===== src/logic/timing_gen_defs.vh =====
/*
  constants for the machine cycle timing generator: clock rates,
  strobe delay, ring width and ring reset pattern.
  assumes inclusion by bare name from the design files.
*/
`ifndef TIMING_GEN_DEFS_VH
`define TIMING_GEN_DEFS_VH

// reference and core clock figures
`define REF_FREQ_MHZ 10
`define CORE_FREQ_MHZ 25
`define CORE_PERIOD_PS 40000
`define HALF_RATE_PERIOD_NS 200
`define QUARTER_RATE_PERIOD_NS 400

// strobe start delay after the half rate divider clears
`define STROBE_DELAY_NS 50
`define STROBE_DELAY_RAW ((`STROBE_DELAY_NS * 1000) / `CORE_PERIOD_PS)
`define STROBE_DELAY_CYC ((`STROBE_DELAY_RAW < 1) ? 1 : `STROBE_DELAY_RAW)

// slot and cycle figures
`define SLOT_NS 200
`define PAIR_SLOT_NS 400
`define MACHINE_CYCLE_NS 1600
`define RING_STAGES 8

// ring reset: stages 6 and 7 set, the state just before slot 0
`define RING_RESET 8'hC0
`define RING_CLEAR 8'h00
`define DIV_RESET 1'h0
`define BIT_ZERO 1'h0

`endif


===== src/logic/toggle_stage.v =====
/*
  one divide-by-two stage: toggles on every falling edge of its input.
  assumes the input is a level already in the i_core_clk domain.
*/
`timescale 1ns/1ps
`default_nettype none
`include "timing_gen_defs.vh"

module toggle_stage (
  input wire i_core_clk,
  input wire i_rstn,
  input wire i_src,
  output reg o_q
);

  reg src_prev_r;

  always @(posedge i_core_clk or negedge i_rstn) begin
    if (!i_rstn) begin
      src_prev_r <= `DIV_RESET;
      o_q <= `DIV_RESET;
    end else begin
      src_prev_r <= i_src;
      // toggle on the falling edge of the input
      if (src_prev_r && !i_src) begin
        o_q <= ~o_q; // RULE_02
      end
    end
  end

endmodule // toggle_stage

`default_nettype wire


===== src/logic/machine_cycle_timing_generator.v =====
/*
  machine cycle timing generator: divider chain, ring clocks, time strobes,
  eight-stage self-correcting ring, slot, pair slot and late slot 7 pulses.
  assumes a free-running 10 MHz reference on i_ref_clk, asynchronous to
  i_core_clk, sampled at 25 MHz; all timing is quantised to 40 ns.
*/
// Notes on behaviour
// RULE_01 - all timing comes from the single 10 MHz reference input
// RULE_02 - each divider stage toggles on every falling edge of its input
// RULE_03 - half rate divider gives a 200 ns square wave
// RULE_04 - quarter rate divider gives a 400 ns square wave
// RULE_05 - ring clocks a and b are ANDs of the two divider outputs
// RULE_06 - time strobe and aux strobe are simultaneous, roughly 50 ns long
// RULE_07 - strobes start about 50 ns after the half rate divider clears
// RULE_08 - strobes end when the half rate divider sets again
// RULE_09 - eight slot pulses come in ascending order, locked to the reference
// RULE_10 - each slot rises exactly as the previous slot falls
// RULE_11 - slot 0 follows slot 7 at once, forever
// RULE_12 - each slot pulse is true for 200 ns
// RULE_13 - machine cycle is 1.6 us, slot 0 rise to slot 7 fall
// RULE_14 - pair slot pulses span two consecutive slots, 400 ns each
// RULE_15 - every timing output is active high
// RULE_16 - late slot 7 pulse is true in the last quarter of slot 7
// RULE_17 - ring of eight stages, two adjacent set, leapfrog on ring clocks
// RULE_18 - ring recovers from any state to two adjacent set stages
// RULE_19 - strobe delay comes from counting core clocks, not an analog delay
// RULE_20 - reset forces the ring to the state just before slot 0
`timescale 1ns/1ps
`default_nettype none
`include "timing_gen_defs.vh"

module machine_cycle_timing_generator #(
  parameter STROBE_DELAY_CYC = `STROBE_DELAY_CYC,
  parameter RING_STAGES = `RING_STAGES
) (
  input wire i_core_clk,
  input wire i_rstn,
  input wire i_ref_clk,
  output reg o_half_rate_divider,
  output reg o_quarter_rate_divider,
  output reg o_ring_clock_a,
  output reg o_ring_clock_b,
  output reg o_time_strobe,
  output reg o_aux_time_strobe,
  output reg [RING_STAGES-1:0] o_phase_slot,
  output reg [RING_STAGES-1:0] o_pair_slot,
  output reg o_late_slot7_pulse,
  output reg o_ring_valid
);

  // reference synchroniser
  reg ref_meta_r;
  reg ref_sync_r;

  // divider chain
  wire half_rate_divider;
  wire quarter_rate_divider;

  // ring clocks and their edge history
  wire ring_clock_a;
  wire ring_clock_b;
  reg ring_clock_a_prev_r;
  reg ring_clock_b_prev_r;
  wire ring_edge_a;
  wire ring_edge_b;

  // strobe delay line
  reg [STROBE_DELAY_CYC-1:0] strobe_dly_r;
  wire half_rate_cleared;
  wire strobe;

  // ring stages: stage i set means pair slot i,i+1 is active
  reg [RING_STAGES-1:0] ring_r;
  reg [RING_STAGES-1:0] ring_nxt;
  reg [RING_STAGES-1:0] slot_nxt;
  reg ring_valid_nxt;
  reg head_clear;
  integer k;
  integer j;
  integer m;
  integer set_count;
  integer adj_count;

  // the reference is asynchronous: two flops before anything reads it
  always @(posedge i_core_clk or negedge i_rstn) begin
    if (!i_rstn) begin
      ref_meta_r <= `BIT_ZERO;
      ref_sync_r <= `BIT_ZERO;
    end else begin
      ref_meta_r <= i_ref_clk; // RULE_01
      ref_sync_r <= ref_meta_r;
    end
  end

  // first stage halves the reference
  toggle_stage u_half_rate (
    .i_core_clk(i_core_clk),
    .i_rstn(i_rstn),
    .i_src(ref_sync_r),
    .o_q(half_rate_divider)
  ); // RULE_03

  // second stage halves the first
  toggle_stage u_quarter_rate (
    .i_core_clk(i_core_clk),
    .i_rstn(i_rstn),
    .i_src(half_rate_divider),
    .o_q(quarter_rate_divider)
  ); // RULE_04

  // ring clocks alternate on each high half of the half rate divider
  assign ring_clock_a = half_rate_divider & quarter_rate_divider; // RULE_05
  assign ring_clock_b = half_rate_divider & ~quarter_rate_divider; // RULE_05

  always @(posedge i_core_clk or negedge i_rstn) begin
    if (!i_rstn) begin
      ring_clock_a_prev_r <= `BIT_ZERO;
      ring_clock_b_prev_r <= `BIT_ZERO;
    end else begin
      ring_clock_a_prev_r <= ring_clock_a;
      ring_clock_b_prev_r <= ring_clock_b;
    end
  end

  // rising edges of the ring clocks
  assign ring_edge_a = ring_clock_a & ~ring_clock_a_prev_r;
  assign ring_edge_b = ring_clock_b & ~ring_clock_b_prev_r;

  // inverted half rate divider and its delayed copy
  assign half_rate_cleared = ~half_rate_divider;

  generate
    if (STROBE_DELAY_CYC > 1) begin : g_dly_long
      always @(posedge i_core_clk or negedge i_rstn) begin
        if (!i_rstn) begin
          strobe_dly_r <= {STROBE_DELAY_CYC{1'b0}};
        end else begin
          strobe_dly_r <= {strobe_dly_r[STROBE_DELAY_CYC-2:0], half_rate_cleared}; // RULE_19
        end
      end
    end else begin : g_dly_short
      always @(posedge i_core_clk or negedge i_rstn) begin
        if (!i_rstn) begin
          strobe_dly_r <= {STROBE_DELAY_CYC{1'b0}};
        end else begin
          strobe_dly_r <= half_rate_cleared; // RULE_19
        end
      end
    end
  endgenerate

  // strobe opens after the delay, closes as soon as the divider sets
  assign strobe = half_rate_cleared & strobe_dly_r[STROBE_DELAY_CYC-1]; // RULE_07 RULE_08

  // ring next state
  always @* begin
    ring_nxt = ring_r;
    // stage 0 loads only when stages 1..5 are all clear
    head_clear = 1'b1;
    for (k = 1; k < RING_STAGES - 2; k = k + 1) begin
      if (ring_r[k]) begin
        head_clear = 1'b0;
      end
    end
    // even stages move on ring clock a, odd stages on ring clock b
    for (k = 0; k < RING_STAGES; k = k + 1) begin
      if ((k % 2 == 0) ? ring_edge_a : ring_edge_b) begin
        if (k == 0) begin
          ring_nxt[k] = head_clear; // RULE_18
        end else begin
          ring_nxt[k] = ring_r[k-1]; // RULE_17
        end
      end
    end
  end

  always @(posedge i_core_clk or negedge i_rstn) begin
    if (!i_rstn) begin
      ring_r <= `RING_RESET; // RULE_20
    end else begin
      ring_r <= ring_nxt; // RULE_17
    end
  end

  // slot i is the overlap of stages i-1 and i
  always @* begin
    slot_nxt = {RING_STAGES{1'b0}};
    for (j = 0; j < RING_STAGES; j = j + 1) begin
      slot_nxt[j] = ring_r[(j + RING_STAGES - 1) % RING_STAGES] & ring_r[j]; // RULE_09 RULE_10
    end
  end

  // ring health: exactly two stages set and they are neighbours
  always @* begin
    set_count = 0;
    adj_count = 0;
    for (m = 0; m < RING_STAGES; m = m + 1) begin
      if (ring_r[m]) begin
        set_count = set_count + 1;
      end
      if (ring_r[m] && ring_r[(m + 1) % RING_STAGES]) begin
        adj_count = adj_count + 1;
      end
    end
    ring_valid_nxt = (set_count == 2) && (adj_count == 1);
  end

  // every output is registered, all with the same one clock lag
  // half rate divider output
  always @(posedge i_core_clk or negedge i_rstn) begin
    if (!i_rstn) begin
      o_half_rate_divider <= `BIT_ZERO;
    end else begin
      o_half_rate_divider <= half_rate_divider; // RULE_15
    end
  end

  // quarter rate divider output
  always @(posedge i_core_clk or negedge i_rstn) begin
    if (!i_rstn) begin
      o_quarter_rate_divider <= `BIT_ZERO;
    end else begin
      o_quarter_rate_divider <= quarter_rate_divider; // RULE_15
    end
  end

  // ring clock a output
  always @(posedge i_core_clk or negedge i_rstn) begin
    if (!i_rstn) begin
      o_ring_clock_a <= `BIT_ZERO;
    end else begin
      o_ring_clock_a <= ring_clock_a; // RULE_05
    end
  end

  // ring clock b output
  always @(posedge i_core_clk or negedge i_rstn) begin
    if (!i_rstn) begin
      o_ring_clock_b <= `BIT_ZERO;
    end else begin
      o_ring_clock_b <= ring_clock_b; // RULE_05
    end
  end

  // main time strobe
  always @(posedge i_core_clk or negedge i_rstn) begin
    if (!i_rstn) begin
      o_time_strobe <= `BIT_ZERO;
    end else begin
      o_time_strobe <= strobe; // RULE_06
    end
  end

  // aux time strobe, its own flop
  always @(posedge i_core_clk or negedge i_rstn) begin
    if (!i_rstn) begin
      o_aux_time_strobe <= `BIT_ZERO;
    end else begin
      o_aux_time_strobe <= strobe; // RULE_06
    end
  end

  // slot pulses
  always @(posedge i_core_clk or negedge i_rstn) begin
    if (!i_rstn) begin
      o_phase_slot <= {RING_STAGES{1'b0}};
    end else begin
      o_phase_slot <= slot_nxt; // RULE_11 RULE_12 RULE_13
    end
  end

  // pair slot pulses
  always @(posedge i_core_clk or negedge i_rstn) begin
    if (!i_rstn) begin
      o_pair_slot <= {RING_STAGES{1'b0}};
    end else begin
      o_pair_slot <= ring_r; // RULE_14
    end
  end

  // last quarter of slot 7 coincides with the strobe window
  always @(posedge i_core_clk or negedge i_rstn) begin
    if (!i_rstn) begin
      o_late_slot7_pulse <= `BIT_ZERO;
    end else begin
      o_late_slot7_pulse <= slot_nxt[RING_STAGES-1] & strobe; // RULE_16
    end
  end

  // ring health flag
  always @(posedge i_core_clk or negedge i_rstn) begin
    if (!i_rstn) begin
      o_ring_valid <= `BIT_ZERO;
    end else begin
      o_ring_valid <= ring_valid_nxt; // RULE_18
    end
  end

endmodule // machine_cycle_timing_generator

`default_nettype wire


===== config.mk =====
export PLATFORM = sky130hd
export DESIGN_NAME = machine_cycle_timing_generator
export DESIGN_NICKNAME = d
export VERILOG_FILES = /design/src/logic/toggle_stage.v /design/src/logic/machine_cycle_timing_generator.v
export VERILOG_INCLUDE_DIRS = /design/src /design/src/logic
export SDC_FILE = /design/constraint.sdc
export NUM_CORES = 1
export LEC_CHECK = 0
export BUFFER_PORTS_ARGS = -buffer_cell sky130_fd_sc_hd__buf_2
export CORE_ASPECT_RATIO = 0.6
export CORE_MARGIN = 5
export CORE_UTILIZATION = 58
export DETAILED_ROUTE_END_ITERATION = 10
export HOLD_SLACK_MARGIN = 0.06
export PLACE_DENSITY = 0.91
export SYNTH_ARGS = -nofsm -noshare
export SYNTH_HDL_FRONTEND = slang
export SYNTH_HIERARCHICAL = 1
export SYNTH_SLANG_ARGS = --single-unit
export TNS_END_PERCENT = 30

===== constraint.sdc =====
create_clock -name i_core_clk -period 6.4 [get_ports i_core_clk]
set_input_delay 1.28 -clock i_core_clk [delete_from_list [all_inputs] [get_ports i_core_clk]]
set_output_delay 1.28 -clock i_core_clk [all_outputs]
set_load 0.05 [all_outputs]

==> flow_summary.ini <==
[timing]
setup_viol_count_final = 0
rsz0062_at_grt = no
finalSetupTns_ns = 0
hold_viol = 0
hold_ws_ns = 0.356
slew_violations = 0
relSlewSlack_pct = 46.3
fmax_ghz = 0.182
finalCriticalPeriod_ns = 5.50
skew_ns = 0.00649
min_period_over_period_pct = 86.0
worstMarginPinSlew_ns = 0.806

[critical_path]
worst-path-max-fanout = 22
critPathSlowestCell = dfrtp_1
worstSetupEndpointType = register
crit_type = register to register
start_kind = register
cp.required_ns = 6.60
path_cells = nand2_1 -> ha_1 -> xnor2_1 -> ha_1 -> and3b_1 -> or4_4 -> inv_1 -> ha_1 -> nand2_1 -> o21ai_0 -> ha_1 -> o21a_1 -> ha_1 -> mux2_2 -> ha_1 -> nand2_1 -> xor2_1 -> nand2_1 -> xor2_1 -> o221ai_1 -> nand4_1 -> nor4b_2
crit_top_cell = ha_1
arrival_ns = 5.71
max_stage_delay_ns = 0.79

[synth]
synthXorXnorAreaFrac_pct = 10.7
syn-mean-instance-area_um2 = 9.85
synth_nets = 250
synth_adder_area_share_pct = 7.63
synthArstFlopShare_pct = 100
synthMuxAreaShare_pct = 5.73
syn-cell-area_um2 = 2290
synth-seq-cells = 38
yosysUniqueCellTypes = 48
synth-compound-area-share_pct = 8.78
yosysWarnings = 6
synth.top_cell.area_share_pct = 39.3
netlist_instances = 233
synth_top_family_by_area = simple AND/OR/NAND/NOR gates
synth_most_common_cell = dfrtp_1
dominantRegCellSynth = dfrtp_1
synth_top_area_cell = dfrtp_1
synth_edf_count = 0
synth-simple-area-share_pct = 20.2
ys_seq_area_share_pct = 41.5
synth_commonest_cells = 36 x dfrtp_1, 35 x nand2_1, 16 x inv_1
ys_top_cells_by_area = dfrtp_1 39%, ha_1 7.6%, nand2_1 5.7%

[layout]
antenna-diode-count = 0
multi_input_area_um2 = 1220
drive_above_1_share_pct = 20.1
fillers = 286
final_net_count = 270
final-seq-area_um2 = 953
synthToLayoutAreaGrowth_pct = 11.4
biggestRegsByFlops = o_pair_slot (8), o_phase_slot (8), ring_r (8)

[floorplanning]
num_rows = 17
die_h_um = 58.7
die_w_um = 91.2
core_area_um2 = 3740
die-area_um2 = 5360
pin_count = 27
start_util_pct = 61.3

[clock_network]
cts_buffers = 5
clock_path_buffers = 2
insertion_delay_ns = 0.30
cts_resized = 0
clock_sinks = 38
cts_tree = built
post-cts-setup-buffers = 0
clkTransAtPathRegs_ns = 0.07
ctsHoldBuffers = 0
clk_root_buffer_cell = clkbuf_8
htreeDepth = 2

[placed_design]
gp_congestion = 0.900
port_buffers = 26
hpwl_um = 3350

[detailed_routing]
vias_per_cell = 5.77
drtIter0Drc = 77
post_drt_wl_per_cell_um = 15.4
drc = 0
wl_um = 4630
dr.pass1.iters = 4
num_vias = 1736
ant_nets = 0

[global_route]
grt_antenna_before_repair = 0
grt_max_degree = 39
grt.overflow.total = 0
track_usage_pct = 18.8
grt_pass1_vias = 1660
grt_first_pass_wirelength_um = 7980

[hold_path]
hold_class = register to register

[run]
cap_viol_max_count = 0

[run_status]
status = finished clean
==> final cells by class <==
cell class / count / area share [%]
multi-input cells: 166 / 47.6
flip-flops and latches: 38 / 37.3
repair buffers: 26 / 5.09
clock buffers: 5 / 2.69
clock inverters: 3 / 2.69
inverters: 16 / 2.35
well taps: 47 / 2.30
==> metal layers <==
layer	wire (um)	global-route usage, %
met5	0	0
met3	427	5.24
met1	2110	24.9
met2	1970	29.3
met4	131	8.16
==> cell usage in the layout, fill, tap and decap left out, types with 6 or more instances in the layout <==
cell / synthesis / routed
nand3_1: 6 / 6
ha_1: 14 / 14
nor2_1: 11 / 11
xor2_1: 10 / 10
mux2_2: 6 / 6
nand2_1: 35 / 35
inv_1: 16 / 16
buf_2: 4 / 26
dfrtp_1: 36 / 36
xnor2_1: 9 / 9
o21ai_0: 11 / 11
nand4_1: 6 / 6
==> metrics by stage <==
stage	setup WS, ns	utilization [%]	area (um2)	instances
4_1_cts	0.907	68.3	2560	301
2_1_floorplan	1.25	-	2290	233
5_1_grt	0.546	68.3	2560	301
6_report	0.896	68.3	2560	301
3_5_place_dp	1.01	64.6	2420	293
3_3_place_gp	1.31	64.6	2420	293
==> path summary, 6_finish.rpt <==
kind | startpoint | end | slack (ns) | cells past startpoint
max in group asynchronous | i_rstn | ring_r[1] | 4.83 | 1
max | ring_r[2] | o_ring_valid | 0.90 | 22
min in group asynchronous | i_rstn | o_ring_clock_a | 1.06 | 1
min | ref_meta_r | ref_sync_r | 0.36 | 0
max reg2reg | ring_r[2] | o_ring_valid | 0.90 | 22
min reg2reg | ref_meta_r | ref_sync_r | 0.36 | 0
==> cell families (layout without fill, tap and decap cells) <==
logic type      Yosys count  in the layout
flops                    38             38
compound gates           32             32
simple gates             85             85
xor+xnor                 23             23
buf+inv                  29             50
fa+ha+maj                14             14
mux                      12             12
==> worst max-delay path: cells and delay by family, from the launching register on <==
kind / cells / cell delay, ns
AOI/OAI and AO/OA: 3 / 0.56
buffers and inverters: 1 / 0.09
DFF: 1 / 0.79
and+or+nand+nor: 8 / 1.41
muxes: 1 / 0.27
adders and majority gates: 6 / 1.77
xor gates and xnor gates: 3 / 0.52
Power is left out: the tool's default activity adds up to more than one toggle a clock period on the data nets, which glitch-free logic cannot reach.
